[src/core/scc_pkg.sv]
// Shared constants and types for the scan cycle control block
package scc_pkg;

   // Register byte offsets on the Wishbone slave
   localparam logic [7:0] OFS_CMD       = 8'h00;
   localparam logic [7:0] OFS_CTRL      = 8'h04;
   localparam logic [7:0] OFS_CYC       = 8'h08;
   localparam logic [7:0] OFS_CYC_MIN   = 8'h0C;
   localparam logic [7:0] OFS_CYC_MAX   = 8'h10;
   localparam logic [7:0] OFS_MON       = 8'h14;
   localparam logic [7:0] OFS_SWITCH    = 8'h18;
   localparam logic [7:0] OFS_LIST_LEN  = 8'h1C;
   localparam logic [7:0] OFS_STATUS    = 8'h20;
   localparam logic [7:0] OFS_LIST_BASE = 8'h40;

   // Command register bits (write only, self clearing)
   localparam int CMD_LAUNCH   = 0;
   localparam int CMD_STOP     = 1;
   localparam int CMD_BUS_TRIG = 2;

   // Control register fields
   localparam int CTRL_CONT    = 0;
   localparam int CTRL_TSRC_LO = 1;
   localparam int CTRL_TSRC_HI = 2;

   // Cycle repeat setting
   localparam int          CYC_W       = 15;
   localparam int          CYC_KEY_MIN = 16;
   localparam int          CYC_KEY_MAX = 17;
   localparam logic [14:0] CYC_MIN     = 15'h0001;
   localparam logic [14:0] CYC_MAX     = 15'h7FFF;
   localparam logic [14:0] CYC_RST     = 15'h0001;

   // Monitored module selection
   localparam int         CARD_W   = 7;
   localparam int         MON_AUTO = 7;
   localparam logic [6:0] CARD_MIN = 7'h01;
   localparam logic [6:0] CARD_MAX = 7'h63;
   localparam logic [6:0] CARD_RST = 7'h01;

   // Channel list
   localparam int         CHAN_W     = 16;
   localparam int         IDX_W      = 4;
   localparam int         LIST_DEPTH = 16;
   localparam logic [4:0] LEN_MAX    = 5'h10;

   // Status register fields
   localparam int ST_ACTIVE = 0;
   localparam int ST_VALID  = 1;
   localparam int ST_IFSTRT = 2;
   localparam int ST_IDX_LO = 4;
   localparam int ST_CYC_LO = 16;

   typedef enum logic [1:0] {
      TS_IMM  = 2'b00,
      TS_BUS  = 2'b01,
      TS_HOLD = 2'b10,
      TS_EXT  = 2'b11
   } scc_tsrc_e;

   typedef enum logic [1:0] {
      S_IDLE  = 2'b00,
      S_FETCH = 2'b01,
      S_CLOSE = 2'b10,
      S_WAIT  = 2'b11
   } scc_state_e;

endpackage

[src/core/scc_top.sv]
// Scan cycle control: Wishbone registers, scan sequencer and monitor select
`timescale 1ns/1ps

// Operation
// - Stop command ends scan, invalidates list
// - Interface clear halts interface-started scan
// - Stop honoured under bus or hold trigger
// - Stopped scan restarts only on launch
// - One launch runs stored cycle count in single mode
// - Min keyword loads 1, max 32767
// - Plain query returns stored count
// - Min query returns 1, max 32767
// - Monitor select takes card 1-99 or auto
// - Auto monitors last switched module
// - Launch closes first listed channel
// - Each trigger after a closure advances to next channel
// - Continuous mode wraps to first channel
// - Single mode opens last channel at end
module scc_top
(
   input  wire logic          clk,
   input  wire logic          srst,
   input  wire logic          wb_cyc_i,
   input  wire logic          wb_stb_i,
   input  wire logic          wb_we_i,
   input  wire logic [7:0]    wb_adr_i,
   input  wire logic [3:0]    wb_sel_i,
   input  wire logic [31:0]   wb_dat_i,
   output logic      [31:0]   wb_dat_o,
   output logic               wb_ack_o,
   input  wire logic          ifcClearPin,
   input  wire logic          extTrigPin,
   output logic               chanCloseStb,
   output logic      [15:0]   chanClose,
   output logic               chanOpenStb,
   output logic      [15:0]   chanOpen,
   output logic               scanActive,
   output logic      [6:0]    monCard
);

   typedef struct packed {
      logic                          ack;
      logic [31:0]                   rdat;
      logic                          cont;
      scc_pkg::scc_tsrc_e            tsrc;
      logic [scc_pkg::CYC_W-1:0]     cycles;
      logic [4:0]                    listLen;
      logic                          listValid;
      scc_pkg::scc_state_e           state;
      logic                          active;
      logic [scc_pkg::IDX_W-1:0]     idx;
      logic [scc_pkg::CYC_W-1:0]     cycLeft;
      logic                          ifStarted;
      logic                          haveClosed;
      logic [scc_pkg::CHAN_W-1:0]    curChan;
      logic                          busTrig;
      logic [1:0]                    ifcSync;
      logic [1:0]                    trigSync;
      logic                          ifcPrev;
      logic                          trigPrev;
      logic                          closeStb;
      logic [scc_pkg::CHAN_W-1:0]    closeChan;
      logic                          openStb;
      logic [scc_pkg::CHAN_W-1:0]    openChan;
   } scc_top_s;

   scc_top_s st_q;
   scc_top_s st_d;

   logic [scc_pkg::CHAN_W-1:0]   memRdData;
   logic                         memWe;
   logic [scc_pkg::IDX_W-1:0]    memWrAddr;
   logic                         monSelWe;
   logic                         swWe;
   logic                         monAuto;
   logic [scc_pkg::CARD_W-1:0]   monFixed;
   logic [scc_pkg::CARD_W-1:0]   monCardW;

   // Address decode helpers used by the write path only
   function automatic logic isList(input logic [7:0] a);
      return a[7:6] == scc_pkg::OFS_LIST_BASE[7:6];
   endfunction

   function automatic logic [scc_pkg::IDX_W-1:0] listIdx(input logic [7:0] a);
      return a[scc_pkg::IDX_W+1:2];
   endfunction

   // A write is accepted only as a full word at the edge the master sees ack
   logic busWrite;
   logic busRead;
   assign busWrite = wb_cyc_i && wb_stb_i && wb_we_i && st_q.ack && (wb_sel_i == 4'hF);
   assign busRead  = wb_cyc_i && wb_stb_i && !wb_we_i && !st_q.ack;

   assign memWe     = busWrite && isList(wb_adr_i);
   assign memWrAddr = listIdx(wb_adr_i);
   assign monSelWe  = busWrite && (wb_adr_i == scc_pkg::OFS_MON);
   assign swWe      = busWrite && (wb_adr_i == scc_pkg::OFS_SWITCH);

   scc_chan_mem u_mem
   (
      .clk    (clk),
      .we     (memWe),
      .wrAddr (memWrAddr),
      .wrData (wb_dat_i[scc_pkg::CHAN_W-1:0]),
      .rdAddr (st_d.idx),
      .rdData (memRdData)
   );

   scc_mon_sel u_mon
   (
      .clk       (clk),
      .srst      (srst),
      .selWe     (monSelWe),
      .selAuto   (wb_dat_i[scc_pkg::MON_AUTO]),
      .selCard   (wb_dat_i[scc_pkg::CARD_W-1:0]),
      .swWe      (swWe),
      .swCard    (wb_dat_i[scc_pkg::CARD_W-1:0]),
      .autoMode  (monAuto),
      .fixedCard (monFixed),
      .monCard   (monCardW)
   );

   // Next state of the whole block
   always_comb
   begin
      logic launch;
      logic stop;
      logic ifcEdge;
      logic trig;
      logic lastIdx;
      logic busHit;
      busHit  = 1'b0;
      launch  = 1'b0;
      stop    = 1'b0;
      ifcEdge = 1'b0;
      trig    = 1'b0;
      lastIdx = 1'b0;
      st_d = st_q;

      // Pins pass two flops; edges are taken past the second one only
      st_d.ifcSync  = {st_q.ifcSync[0], ifcClearPin};
      st_d.trigSync = {st_q.trigSync[0], extTrigPin};
      st_d.ifcPrev  = st_q.ifcSync[1];
      st_d.trigPrev = st_q.trigSync[1];
      ifcEdge = st_q.ifcSync[1] && !st_q.ifcPrev;

      // Wishbone: ack one cycle after the request, dropped the next cycle
      st_d.ack  = wb_cyc_i && wb_stb_i && !st_q.ack;
      st_d.rdat = 32'h0000_0000;
      if (busRead)
      begin
         // List entries never match a case item, so they read zero with unmapped ones
         case (wb_adr_i)
            scc_pkg::OFS_CTRL:
            begin
               st_d.rdat[scc_pkg::CTRL_CONT] = st_q.cont;
               st_d.rdat[scc_pkg::CTRL_TSRC_HI:scc_pkg::CTRL_TSRC_LO] = st_q.tsrc;
            end
            scc_pkg::OFS_CYC:
            begin
               st_d.rdat[scc_pkg::CYC_W-1:0] = st_q.cycles;
            end
            scc_pkg::OFS_CYC_MIN:
            begin
               st_d.rdat[scc_pkg::CYC_W-1:0] = scc_pkg::CYC_MIN;
            end
            scc_pkg::OFS_CYC_MAX:
            begin
               st_d.rdat[scc_pkg::CYC_W-1:0] = scc_pkg::CYC_MAX;
            end
            scc_pkg::OFS_MON:
            begin
               st_d.rdat[scc_pkg::CARD_W-1:0] = monAuto ? monCardW : monFixed;
               st_d.rdat[scc_pkg::MON_AUTO]   = monAuto;
            end
            scc_pkg::OFS_LIST_LEN:
            begin
               st_d.rdat[4:0] = st_q.listLen;
            end
            scc_pkg::OFS_STATUS:
            begin
               st_d.rdat[scc_pkg::ST_ACTIVE] = (st_q.state != scc_pkg::S_IDLE);
               st_d.rdat[scc_pkg::ST_VALID]  = st_q.listValid;
               st_d.rdat[scc_pkg::ST_IFSTRT] = st_q.ifStarted;
               st_d.rdat[scc_pkg::ST_IDX_LO +: scc_pkg::IDX_W] = st_q.idx;
               st_d.rdat[scc_pkg::ST_CYC_LO +: scc_pkg::CYC_W] = st_q.cycLeft;
            end
            default:
            begin
               st_d.rdat = 32'h0000_0000;                      // List is write only
            end
         endcase
      end

      // Register writes
      if (busWrite)
      begin
         case (wb_adr_i)
            scc_pkg::OFS_CMD:
            begin
               launch = wb_dat_i[scc_pkg::CMD_LAUNCH];
               stop   = wb_dat_i[scc_pkg::CMD_STOP];
               busHit = wb_dat_i[scc_pkg::CMD_BUS_TRIG];
               st_d.busTrig = st_q.busTrig || busHit;
            end
            scc_pkg::OFS_CTRL:
            begin
               st_d.cont = wb_dat_i[scc_pkg::CTRL_CONT];
               st_d.tsrc = scc_pkg::scc_tsrc_e'(
                  wb_dat_i[scc_pkg::CTRL_TSRC_HI:scc_pkg::CTRL_TSRC_LO]);
            end
            scc_pkg::OFS_CYC:
            begin
               // Keywords win over the number; zero or oversize values are dropped
               if (wb_dat_i[scc_pkg::CYC_KEY_MIN])
               begin
                  st_d.cycles = scc_pkg::CYC_MIN;
               end
               else if (wb_dat_i[scc_pkg::CYC_KEY_MAX])
               begin
                  st_d.cycles = scc_pkg::CYC_MAX;
               end
               else if (wb_dat_i[15:0] != 16'h0000 && !wb_dat_i[15])
               begin
                  st_d.cycles = wb_dat_i[scc_pkg::CYC_W-1:0];
               end
            end
            scc_pkg::OFS_LIST_LEN:
            begin
               if (wb_dat_i[4:0] != 5'h00 && wb_dat_i[4:0] <= scc_pkg::LEN_MAX)
               begin
                  st_d.listLen   = wb_dat_i[4:0];
                  st_d.listValid = 1'b1;
               end
            end
            default:
            begin
               st_d.listLen = st_d.listLen;                    // Others ignored here
            end
         endcase
      end

      // Advance source for the scan
      case (st_q.tsrc)
         scc_pkg::TS_IMM:  trig = 1'b1;
         scc_pkg::TS_BUS:  trig = st_q.busTrig;
         scc_pkg::TS_EXT:  trig = st_q.trigSync[1] && !st_q.trigPrev;
         default:          trig = 1'b0;                        // Hold never advances
      endcase

      st_d.closeStb = 1'b0;
      st_d.openStb  = 1'b0;
      lastIdx = ({1'b0, st_q.idx} == (st_q.listLen - 5'h01));

      // Scan sequencer
      case (st_q.state)
         scc_pkg::S_IDLE:
         begin
            // Only a launch leaves idle, and only with a defined list
            if (launch && st_q.listValid)
            begin
               st_d.state     = scc_pkg::S_FETCH;
               st_d.idx       = '0;
               st_d.cycLeft   = st_q.cycles;
               st_d.ifStarted = 1'b1;
            end
         end
         scc_pkg::S_FETCH:
         begin
            st_d.state = scc_pkg::S_CLOSE;                      // Memory read latency
         end
         scc_pkg::S_CLOSE:
         begin
            // Open and close share a cycle: the old channel opens in the cycle the new one closes
            st_d.openStb    = st_q.haveClosed;
            st_d.openChan   = st_q.curChan;
            st_d.closeStb   = 1'b1;
            st_d.closeChan  = memRdData;
            st_d.curChan    = memRdData;
            st_d.haveClosed = 1'b1;
            st_d.busTrig    = 1'b0;                             // Triggers before closure drop
            st_d.state      = scc_pkg::S_WAIT;
         end
         scc_pkg::S_WAIT:
         begin
            if (trig)
            begin
               st_d.busTrig = busHit;                           // A trigger landing now is kept
               if (!lastIdx)
               begin
                  st_d.idx   = st_q.idx + 4'h1;
                  st_d.state = scc_pkg::S_FETCH;
               end
               else if (st_q.cont)
               begin
                  st_d.idx   = '0;
                  st_d.state = scc_pkg::S_FETCH;
               end
               else if (st_q.cycLeft > scc_pkg::CYC_MIN)
               begin
                  st_d.idx     = '0;
                  st_d.cycLeft = st_q.cycLeft - scc_pkg::CYC_MIN;
                  st_d.state   = scc_pkg::S_FETCH;
               end
               else
               begin
                  st_d.openStb    = 1'b1;
                  st_d.openChan   = st_q.curChan;
                  st_d.haveClosed = 1'b0;
                  st_d.ifStarted  = 1'b0;
                  st_d.state      = scc_pkg::S_IDLE;
               end
            end
         end
         default:
         begin
            st_d.state = scc_pkg::S_IDLE;
         end
      endcase

      // Stop and interface clear override the sequencer in any trigger mode
      if (stop || (ifcEdge && st_q.ifStarted))
      begin
         if (st_q.haveClosed)
         begin
            st_d.openStb  = 1'b1;
            st_d.openChan = st_q.curChan;
         end
         st_d.closeStb   = 1'b0;
         st_d.haveClosed = 1'b0;
         st_d.ifStarted  = 1'b0;
         st_d.busTrig    = 1'b0;
         st_d.state      = scc_pkg::S_IDLE;
      end
      if (stop)
      begin
         st_d.listValid = 1'b0;
      end
      st_d.active = (st_d.state != scc_pkg::S_IDLE);
   end

   // Registered copy of all state
   always_ff @(posedge clk)
   begin
      if (srst)
      begin
         st_q        <= '0;                                     // Idle, immediate source, list invalid
         st_q.cycles <= scc_pkg::CYC_RST;
      end
      else
      begin
         st_q <= st_d;
      end
   end

   // Outputs straight from flops
   assign wb_ack_o     = st_q.ack;
   assign wb_dat_o     = st_q.rdat;
   assign chanCloseStb = st_q.closeStb;
   assign chanClose    = st_q.closeChan;
   assign chanOpenStb  = st_q.openStb;
   assign chanOpen     = st_q.openChan;
   assign scanActive   = st_q.active;
   assign monCard      = monCardW;

endmodule // scc_top

[src/core/scc_chan_mem.sv]
// Channel list memory with registered read data
`timescale 1ns/1ps
module scc_chan_mem
(
   input  wire logic                          clk,
   input  wire logic                          we,
   input  wire logic [scc_pkg::IDX_W-1:0]     wrAddr,
   input  wire logic [scc_pkg::CHAN_W-1:0]    wrData,
   input  wire logic [scc_pkg::IDX_W-1:0]     rdAddr,
   output logic      [scc_pkg::CHAN_W-1:0]    rdData
);

   logic [scc_pkg::CHAN_W-1:0] mem [scc_pkg::LIST_DEPTH];

   // No reset on the array; an entry is only read after software defines the list
   always_ff @(posedge clk)
   begin
      if (we)
      begin
         mem[wrAddr] <= wrData;
      end
      rdData <= mem[rdAddr];
   end

endmodule // scc_chan_mem

[src/core/scc_mon_sel.sv]
// Monitored module selection: fixed card or follow last switched card
`timescale 1ns/1ps
module scc_mon_sel
(
   input  wire logic                          clk,
   input  wire logic                          srst,
   input  wire logic                          selWe,
   input  wire logic                          selAuto,
   input  wire logic [scc_pkg::CARD_W-1:0]    selCard,
   input  wire logic                          swWe,
   input  wire logic [scc_pkg::CARD_W-1:0]    swCard,
   output logic                               autoMode,
   output logic      [scc_pkg::CARD_W-1:0]    fixedCard,
   output logic      [scc_pkg::CARD_W-1:0]    monCard
);

   typedef struct packed {
      logic                          autoMode;
      logic [scc_pkg::CARD_W-1:0]    fixedCard;
      logic [scc_pkg::CARD_W-1:0]    lastCard;
      logic [scc_pkg::CARD_W-1:0]    monCard;
   } scc_mon_s;

   scc_mon_s st_q;
   scc_mon_s st_d;

   function automatic logic cardOk(input logic [scc_pkg::CARD_W-1:0] c);
      return (c >= scc_pkg::CARD_MIN) && (c <= scc_pkg::CARD_MAX);
   endfunction

   // Out of range card numbers are dropped so the shown card stays legal
   always_comb
   begin
      st_d = st_q;
      if (selWe && selAuto)
      begin
         st_d.autoMode = 1'b1;
      end
      else if (selWe && cardOk(selCard))
      begin
         st_d.autoMode  = 1'b0;
         st_d.fixedCard = selCard;
      end
      if (swWe && cardOk(swCard))
      begin
         st_d.lastCard = swCard;
      end
      st_d.monCard = st_d.autoMode ? st_d.lastCard : st_d.fixedCard;
   end

   // Registered copy of all state
   always_ff @(posedge clk)
   begin
      if (srst)
      begin
         st_q.autoMode  <= 1'b1;
         st_q.fixedCard <= scc_pkg::CARD_RST;
         st_q.lastCard  <= scc_pkg::CARD_RST;
         st_q.monCard   <= scc_pkg::CARD_RST;
      end
      else
      begin
         st_q <= st_d;
      end
   end

   assign autoMode  = st_q.autoMode;
   assign fixedCard = st_q.fixedCard;
   assign monCard   = st_q.monCard;

endmodule // scc_mon_sel

[config.mk]
export PLATFORM = sky130hd
export DESIGN_NAME = scc_top
export DESIGN_NICKNAME = d
export VERILOG_FILES = /design/src/core/scc_pkg.sv /design/src/core/scc_top.sv /design/src/core/scc_chan_mem.sv /design/src/core/scc_mon_sel.sv
export SDC_FILE = /design/constraint.sdc
export NUM_CORES = 1
export LEC_CHECK = 0
export BUFFER_PORTS_ARGS = -buffer_cell sky130_fd_sc_hd__buf_4
export CORE_MARGIN = 2
export CORE_UTILIZATION = 50
export DETAILED_ROUTE_END_ITERATION = 12
export GPL_TIMING_DRIVEN = 1
export PLACE_DENSITY_LB_ADDON = 0.25
export SLEW_MARGIN = 20
export SYNTH_ARGS = -nofsm -noshare
export SYNTH_HDL_FRONTEND = slang
export SYNTH_HIERARCHICAL = 1
export SYNTH_SLANG_ARGS = --single-unit
export TNS_END_PERCENT = 10
[constraint.sdc]
create_clock -name clk -period 12.52 [get_ports clk]
set_input_delay 3.756 -clock clk [delete_from_list [all_inputs] [get_ports clk]]
set_output_delay 3.756 -clock clk [all_outputs]
set_load 0.02 [all_outputs]
==> metrics.md, run 1 <==
| Metric | Value |
|---|---|
| Cell Area, Synth | 17100 um^2 |
| Post-DRT Antenna Nets | 0 |
| Number of H-tree levels | 2 |
| Outcome | finished clean |
| Die area | 35700 um^2 |
| Met3 wire len | 2670 um |
| Share of layout cells above drive strength 1 | 21.3% |
| HPWL Detailed | 22900 um |
| Fin. Hold Viols | 0 |
| Number of synthesized flops with an enable pin | 256 |
| Initial DRC Count | 892 |
| Port bufs | 109 |
| Sequential-to-total area share from yosys stat | 63.4% |
| RSZ-0062 raised after global routing | no |
| Final min period | 7.34 ns |
| Root Buffer | clkbuf_16 |
| Yosys top cell area share | 44.9% |
| Startpoint type of the worst setup path | primary input |
| Clk_lat worst skew | 0.55 ns |
| Initial Utilization | 50.9% |
| CORE AREA | 33600 um^2 |
| Post-synth top area cell | edfxtp_1 |
| Critical path peak fanout | 40 |
| Post-CTS Hold Buffers | 0 |
| FP Rows | 67 |
| Peak VDD IR | 0.103 mV |
| Total track usage | 21.2% |
| Die width | 189 um |
| N_diodes | 0 |
| Crit. End Element | flip-flop |
| # setup viols final | 0 |
| Avg Vias per Cell | 5.80 |
| Ys Warns | 6 |
| Nets | 1343 |
| Placed Area | 17800 um^2 |
| CTS tree | done |
| Routability cong. | 0.851 |
| Rel. slew slack | 31.8% |
| Initial antenna violation count | 0 |
| Lkg Pwr | 0.00667 uW |
| CTS buffer count | 41 |
| First-pass GRT wire length | 57900 um |
| Synthesized netlist cell count | 1251 |
| Area delta synth->final | 12.5% |
| Power per Cell Area | 157 nW/um^2 |
| Ys async rst share | 0% |
| Clock skew | 0.0123 ns |
| Fmax | 136 MHz |
| Vias in the first global route | 9919 |
| Mean Syn Cell Area | 13.7 um^2 |
| Dominant cells by area after synthesis | edfxtp_1, dfxtp_1, mux4_2 |
| Max_cap viols | 0 |
| WP data arrival | 7.76 ns |
| HP Class | reg2reg |
| Wire length per cell | 21.3 um |
| Top Layer Used | met4 |
| Fin crit share | 58.6% |
| Post-synth cell types | 75 |
| Final slew viol count | 0 |
| DR vias | 10200 |
| DIE HEIGHT | 189 um |
| DRC viols | 0 |
| Worst Slack Setup Final | 5.18 ns |
| Crit path kind | in2reg |
| Io pins | 126 |
| Sink Count | 414 |
| FILL cells | 2651 |
| Congestion Overflow GR | 0 |
| DRT met1 WL | 17100 um |
| Largest net degree at the start of global routing | 71 |
| Main synth FF type | edfxtp_1 |
| DRT Pass-1 Iters | 6 |
| Actual slew at the worst max-slew pin | 1.02 ns |
| Post-CTS Resized | 0 |
| Clock buffer depth | 3 |
| Placement Setup Slack | 4.67 ns |
| Setup Fix Bufs, Post-CTS | 0 |
| Routed wl met2 | 17100 um |
| Post-synthesis sequential element count | 414 |
| Worst Path Required | 12.93 ns |
| Post-layout power | 3020 uW |
| Worst-path clk slew | 0.06 ns |
| Fin area | 19300 um^2 |
| Final wirelength | 37600 um |
| Setup TNS | 0 ns |
## Yosys cell counts (15+ instances only)
cell type,instances
inv_1,37
o21ai_1,17
a21oi_1,40
edfxtp_1,256
mux4_2,54
nor2b_1,29
mux2i_1,35
clkbuf_1,43
dfxtp_1,158
nand2_1,48
nand3_1,15
a22oi_1,41
o21ai_0,19
and3_1,18
nor2_1,104
o41ai_1,16
nor3_1,37
buf_4,82
## logic make-up (layout without fill, tap and decap cells)
group | count (synthesis) | in the layout | synth area share [%]
adder cells (fa/ha/maj) | 7 | 7 | 0.512
AND/OR/NAND/NOR | 313 | 313 | 9.23
XOR/XNOR | 13 | 13 | 0.665
flip-flops | 414 | 414 | 63.4
other | 1 | 2 | 0.0219
multiplexers | 101 | 101 | 10.8
buffers and inverters | 181 | 247 | 6.16
AO/OA/AOI/OAI | 221 | 221 | 9.19
## power breakdown
part | leakage (uW) | total, uW | internal, uW | switching, uW
clock | 0.000682 | 1250 | 745 | 506
sequential | 0.00358 | 1480 | 1470 | 14.0
combinational | 0.00241 | 291 | 111 | 180
total | 0.00667 | 3020 | 2320 | 700
## sequential cells by signal, indices dropped and copies added, names as in the netlist, 4 cells and up
name             flops
u_mem/rdData        16
u_mem/mem          256
u_mon/st_q           7
wb_dat_o            30
chanClose           16
st_q                50
st_d                 4
u_mon/fixedCard      7
chanOpen            16
u_mon/monCard        7
## worst paths after layout
check                   startpoint                 endpoint  slack [ns]  cells after the start
min            st_d[37]$_SDFF_PP0_      st_d[34]$_SDFF_PP0_        0.46                      1
max reg2reg  st_q[82]$_SDFFE_PP0P_  u_mem/rdData[0]$_DFF_P_        7.58                     14
max                    wb_adr_i[1]  u_mem/rdData[0]$_DFF_P_        5.18                     12
min reg2reg    st_d[37]$_SDFF_PP0_      st_d[34]$_SDFF_PP0_        0.46                      1
## area by class of cell
type	count	area, um^2	share of cell area [%]
tap	448	561	2.91
clock inverter	23	251	1.31
multi-input combinational	657	5310	27.6
clock buffer	53	1130	5.88
inverter	37	139	0.721
sequential	414	10900	56.3
timing repair buffer	134	1010	5.26
## worst max-delay path, stage by stage
cell and delay, ns:
buf_4 0.12, or3_1 0.47, nor4b_2 0.69, a21oi_1 0.23, a211oi_1 0.29, buf_4 0.24
a21oi_4 0.07, buf_4 0.29, buf_4 0.42, mux4_1 0.58, a22oi_1 0.42, nand2_1 0.13
## cells in the final DEF, fill, tap and decap left out, types with 16 or more instances in the layout
master     count
a21oi_1       39
a22oi_1       41
and3_1        18
buf_4        133
clkbuf_16     42
dfxtp_1      158
edfxtp_1     256
inv_1         37
mux2i_1       35
mux4_2        54
nand2_1       48
nor2_1       103
nor2b_1       27
nor3_1        33
o21ai_0       18
o21ai_1       17
o41ai_1       16
## through the flow
stage	hold slack [ns]	utilization, %	instances
after floorplan	0.414	-	1252
after global placement	0.431	53.1	1689
after detailed placement	0.448	53.1	1689
after CTS	0.464	57.2	1765
after global routing	0.472	57.3	1766
final	0.457	57.3	1766
## routing by layer
| metal | up-vias | global-route usage [%] |
|---|---|---|
| met5 | - | 0 |
| met3 | 56 | 3.95 |
| li1 | 4752 | - |
| met4 | 0 | 5.86 |
| met1 | 5079 | 31.1 |
| met2 | 360 | 32.4 |
Note: power is estimated with default switching activity, not from simulation.
==> inputs of run 2 (changes only) <==
==> constraint.sdc (replaced) <==
create_clock -name clk -period 6.5 [get_ports clk]
set_input_delay 1.95 -clock clk [delete_from_list [all_inputs] [get_ports clk]]
set_output_delay 1.95 -clock clk [all_outputs]
set_load 0.02 [all_outputs]
==> metrics.md, run 2 (synthesized netlist as in run 1, its figures left out) <==
| Metric | Value |
|---|---|
| Final core utilization | 57.2% |
| Initial DRC Count | 1013 |
| Commonest non-fill, non-tap cell in the layout | edfxtp_1 |
| First-pass GRT wire length | 58200 um |
| Fmax | 196 MHz |
| Critical path peak fanout | 26 |
| Congestion Overflow GR | 0 |
| CTS tree | done |
| Wire length per cell | 21.4 um |
| WP data arrival | 5.50 ns |
| Startpoint type of the worst setup path | primary input |
| DRT Pass-1 Iters | 5 |
| Number of H-tree levels | 2 |
| DR vias | 10300 |
| Area delta synth->final | 12.3% |
| Multi-input logic area | 5300 um^2 |
| Fin cells | 1772 |
| Initial antenna violation count | 0 |
| Die width | 189 um |
| Outcome | finished clean |
| FF/Latch Area | 10900 um^2 |
| Post-CTS Hold Buffers | 0 |
| Worst Path Required | 6.89 ns |
| Hold Path Depth | 1 |
| Comb power frac | 10.0% |
| Clock power frac | 39.8% |
| N_diodes | 0 |
| Final min period | 5.10 ns |
| Clock buffer depth | 3 |
| CORE AREA | 33600 um^2 |
| Fin crit share | 78.5% |
| Setup Fix Bufs, Post-CTS | 0 |
| Largest register FFs | 256 |
| Biggest register | u_mem/mem |
| CTS buffer count | 42 |
| Share of layout cells above drive strength 1 | 21.5% |
| HPWL Detailed | 23600 um |
| FILL cells | 2690 |
| Crit. End Element | flip-flop |
| Final slew viol count | 0 |
| Avg Vias per Cell | 5.82 |
| Io pins | 126 |
| Setup TNS | 0 ns |
| Sw Ratio | 23.7% |
| Post-DRT Antenna Nets | 0 |
| Post-CTS Resized | 0 |
| Die area | 35700 um^2 |
| Port bufs | 109 |
| Final wirelength | 37900 um |
| Total track usage | 21.3% |
| Crit path kind | in2reg |
| Actual slew at the worst max-slew pin | 1.05 ns |
| Fin. Hold Viols | 0 |
| RSZ-0062 raised after global routing | no |
| Peak VDD IR | 0.225 mV |
| Lkg Pwr | 0.00665 uW |
| Max_cap viols | 0 |
| Cells on worst reg2reg path | 11 |
| Rel. slew slack | 29.2% |
| # setup viols final | 0 |
| Vias in the first global route | 10000 |
| Internal Power | 4340 uW |
| Sink Count | 414 |
| HP Class | reg2reg |
| Sequential power share | 50.2% |
| Routability cong. | 0.835 |
| Largest net degree at the start of global routing | 65 |
| Cells after DPL | 1695 |
| Clock skew | 0.0252 ns |
| Initial Utilization | 50.9% |
| Nets | 1350 |
| DRC viols | 0 |
| Hold WS | 0.461 ns |
| DIE HEIGHT | 189 um |
| Clk_lat worst skew | 0.55 ns |
| Power per Cell Area | 296 nW/um^2 |
| Most frequent cells in the layout | edfxtp_1, dfxtp_1, buf_4 |
| Sw Pwr | 1350 uW |
| Worst-path clk slew | 0.06 ns |
| Root Buffer | clkbuf_16 |
| FP Rows | 67 |
[run 2: cell count changes in the layout (fill, tap and decap cells not counted), sizes merged]
cell and delta:
buf +6, clkinv -9, bufinv -5, clkbuf +11
clkinvlp +4, inv -1
[run 2: routing by layer]
layer,vias to the layer above,GRT usage (%),part of all wire [%]
met5,-,0,0
met4,0,5.32,1.9
met3,56,3.67,7.5
met2,388,33.3,46
met1,5108,31.0,45
li1,4760,-,-
[run 2: critical path, cell delays in order]
cell      delay, ns
buf_4          0.12
or3_1          0.47
nor4b_2        0.67
a21oi_1        0.24
a211oi_1       0.28
buf_4          0.24
a21oi_4        0.25
buf_4          0.40
mux4_1         0.51
a22oi_1        0.22
nand2_1        0.11
[run 2: worst paths after layout]
check	start	endpoint	slack [ns]
max	wb_adr_i[1]	u_mem/rdData[4]$_DFF_P_	1.40
min	st_d[37]$_SDFF_PP0_	st_d[34]$_SDFF_PP0_	0.46
max reg2reg	st_q[66]$_SDFFE_PP0P_	u_mem/rdData[4]$_DFF_P_	1.71
min reg2reg	st_d[37]$_SDFF_PP0_	st_d[34]$_SDFF_PP0_	0.46
[run 2: power by group through the flow]
| stage | Clock (uW) | Sequential [uW] | Combinational, uW |
|---|---|---|---|
| global route | 2400 | 2850 | 616 |
| detailed placement | 0 | 2910 | 570 |
| finish | 2260 | 2850 | 570 |
| floorplan | 0 | 2900 | 406 |
| CTS | 2310 | 2850 | 570 |
| global placement | 0 | 2910 | 555 |
[run 2: stage by stage]
step	worst slack (ns)	power (uW)	area, um^2
CTS	1.42	5730	19200
finish	1.40	5680	19200
global placement	0.877	3460	17900
floorplan	1.72	3310	17100
global route	1.16	5870	19200
detailed placement	0.890	3480	17900
[run 2: final cells by class]
cell class	count	area share [%]
clock inverter	12	0.449
sequential	414	56.5
tap	448	2.92
multi-input combinational	657	27.6
timing repair buffer	140	5.57
inverter	37	0.723
clock buffer	64	6.30
==> inputs of run 3 (changes only) <==
--- a/config.mk
+++ b/config.mk
@@ -5,6 +5,7 @@
 export SDC_FILE = /design/constraint.sdc
 export NUM_CORES = 1
 export LEC_CHECK = 0
+export ABC_AREA = 1
 export BUFFER_PORTS_ARGS = -buffer_cell sky130_fd_sc_hd__buf_4
 export CORE_MARGIN = 2
 export CORE_UTILIZATION = 50
==> constraint.sdc (replaced) <==
create_clock -name clk -period 5 [get_ports clk]
set_input_delay 1.5 -clock clk [delete_from_list [all_inputs] [get_ports clk]]
set_output_delay 1.5 -clock clk [all_outputs]
set_load 0.02 [all_outputs]
==> metrics.md, run 3 <==
| Metric | Value |
|---|---|
| Outcome | finished clean |
| Fin. Hold Viols | 0 |
| Crit. End Element | flip-flop |
| Post-CTS Hold Buffers | 0 |
| Reg2reg setup slack | 1.22 ns |
| # setup viols final | 0 |
| Ys async rst share | 0% |
| Clock skew | 0.0177 ns |
| Mean Syn Cell Area | 8.58 um^2 |
| Cells after DPL | 2748 |
| Met1 Resource Use GR | 30.8% |
| Wire length per cell | 17.0 um |
| Largest register FFs | 256 |
| Post-synthesis sequential element count | 414 |
| Most frequent cells in the layout | nand2_1, inv_1, nand3_1 |
| DRC viols | 0 |
| Synthesized netlist cell count | 2264 |
| Initial antenna violation count | 2 |
| Rel. slew slack | 29.3% |
| DRT Pass-1 Iters | 7 |
| Fin area | 21600 um^2 |
| Total track usage | 23.7% |
| WP data arrival | 4.27 ns |
| Area delta synth->final | 11.0% |
| Placed Area | 20100 um^2 |
| Lkg Pwr | 0.00931 uW |
| Cell Area, Synth | 19400 um^2 |
| Final slew viol count | 0 |
| Number of synthesized flops with an enable pin | 256 |
| Clock power frac | 41.0% |
| Dominant cells by area after synthesis | edfxtp_1, dfxtp_1, nand2_1 |
| Internal Power | 6020 uW |
| Final wirelength | 48000 um |
| Largest net degree at the start of global routing | 129 |
| Initial Utilization | 50.5% |
| Sequential-to-total area share from yosys stat | 55.9% |
| Setup TNS | 0 ns |
| CORE AREA | 38500 um^2 |
| Hold Path Depth | 2 |
| Fin crit share | 77.3% |
| Post-DRT Antenna Nets | 0 |
| Vias in the first global route | 14100 |
| Initial DRC Count | 1094 |
| Root Buffer | clkbuf_16 |
| Clock buffer depth | 3 |
| Most frequent cell after synthesis | nand2_1 |
| Power per Cell Area | 377 nW/um^2 |
| DIE HEIGHT | 201 um |
| Sw Ratio | 26.0% |
| Critical hold path startpoint | st_d[37]$_SDFF_PP0_ |
| N_diodes | 0 |
| Ys Warns | 6 |
| Critical R2R Capture | u_mem/rdData[12]$_DFF_P_ |
| CP Launch Point | wb_dat_i[0] |
| Routability cong. | 0.884 |
| Commonest cells in the netlist | nand2_1, inv_1, nand3_1 |
| Yosys top cell area share | 39.6% |
| DR vias | 14700 |
| Critical path peak fanout | 31 |
| Actual slew at the worst max-slew pin | 1.06 ns |
| Clk_lat worst skew | 0.57 ns |
| Nets | 2334 |
| First-pass GRT wire length | 75200 um |
| Congestion Overflow GR | 0 |
| M3 GR Usage | 5.03% |
| Final min period | 3.87 ns |
| RSZ-0062 raised after global routing | no |
| Die area | 40400 um^2 |
| Port bufs | 109 |
| CTS buffer count | 44 |
| Share of layout cells above drive strength 1 | 11.4% |
| Die width | 201 um |
| Worst-path clk slew | 0.06 ns |
| Comb power frac | 12.8% |
| Commonest non-fill, non-tap cell in the layout | nand2_1 |
| Sink Count | 414 |
| CTS tree | done |
| Biggest register | u_mem/mem |
| Max_cap viols | 0 |
| Setup Fix Bufs, Post-CTS | 0 |
| Peak VDD IR | 0.287 mV |
| Post-synth cell types | 46 |
| Fin cells | 2828 |
| HPWL Detailed | 29400 um |
| Sequential power share | 46.2% |
| FP Rows | 72 |
| WHS Endpoint | st_d[34]$_SDFF_PP0_ |
| Number of H-tree levels | 2 |
| Post-CTS Resized | 0 |
| GR peak layer | met2 |
| Io pins | 126 |
| Crit path kind | in2reg |
| FF-to-FF Start | st_q[80]$_SDFF_PP0_ |
| HP Class | reg2reg |
| M2 GR Usage | 38.9% |
| Main synth FF type | edfxtp_1 |
| Post-synth top area cell | edfxtp_1 |
| Avg Vias per Cell | 5.19 |
| Startpoint type of the worst setup path | primary input |
| Fmax | 259 MHz |
| Sw Pwr | 2110 uW |
| Cells on worst reg2reg path | 14 |
| Worst Path Required | 5.40 ns |
run 3: changes by cell type after synthesis, sizes merged, moves of 28 or more:
cell	previous run	this run
o21ai	37	97
inv	37	350
mux4	64	0
a21oi	41	88
nor2	104	156
nand3	15	281
nor3	38	9
nand4	3	31
nor2b	29	0
nand2	48	616
a22oi	41	1
buf	101	136
mux2i	35	0
run 3: per-layer routing:
| layer | part of all wire (%) | vias up |
|---|---|---|
| met2 | 47 | 470 |
| met3 | 7.1 | 96 |
| met4 | 3.0 | 0 |
| met5 | 0 | - |
| met1 | 43 | 6902 |
| li1 | - | 7207 |
run 3: cells by family after synthesis:
| family | Yosys count | share of synthesized area [%] |
|---|---|---|
| AOI/OAI and AO/OA | 200 | 5.63 |
| and+or+nand+nor | 1102 | 24.9 |
| xor gates and xnor gates | 13 | 0.586 |
| adders and majority gates | 7 | 0.451 |
| DFF | 414 | 55.9 |
| buffers and inverters | 527 | 12.5 |
| other | 1 | 0.0193 |
run 3: critical path, cell delays in order:
cell and delay [ns]:
buf_4 0.26, nand2_1 0.08, nand3b_1 0.25, nor2_8 0.28, nor2_4 0.08, inv_1 0.12
nand2_1 0.13, nand3b_1 0.19, nand2_1 0.12, clkinv_2 0.10, clkinv_2 0.34, buf_12 0.25
nand2_1 0.07, nand3_1 0.07, nand3_1 0.10, nand3_1 0.13, nand2_1 0.18
run 3: layout make-up:
cell class / instances / area, um^2
multi-input combinational: 1324 / 6140
fill: 3342 / 16900
clock inverter: 21 / 240
timing repair buffer: 141 / 1110
tap: 518 / 648
sequential: 414 / 10900
inverter: 351 / 1320
clock buffer: 59 / 1250
run 3: how the worst max path moves through the flow:
stage                                 endpoint  slack, ns
finish                u_mem/rdData[10]$_DFF_P_       1.13
global route           u_mem/rdData[3]$_DFF_P_       0.87
floorplan           u_mem/mem[12][0]$_DFFE_PP_       1.52
CTS                    u_mem/rdData[3]$_DFF_P_       1.16
detailed placement     u_mem/rdData[3]$_DFF_P_       0.54
global placement       u_mem/rdData[6]$_DFF_P_       0.62
run 3: per-stage QoR:
step	setup WS (ns)	utilization (%)	hold slack [ns]	power (uW)
after CTS	1.16	56.0	0.415	8190
after global routing	0.871	56.0	0.429	8440
after floorplan	1.52	-	0.388	4610
after global placement	0.618	52.2	0.397	4840
after detailed placement	0.544	52.2	0.404	4870
final	1.13	56.0	0.406	8130
run 3: power groups by stage:
stage	clock network (uW)	logic [uW]	registers, uW
final	3340	1040	3760
after global routing	3540	1150	3760
after CTS	3400	1040	3760
after detailed placement	0	1040	3830
after global placement	0	1010	3830
after floorplan	0	796	3820
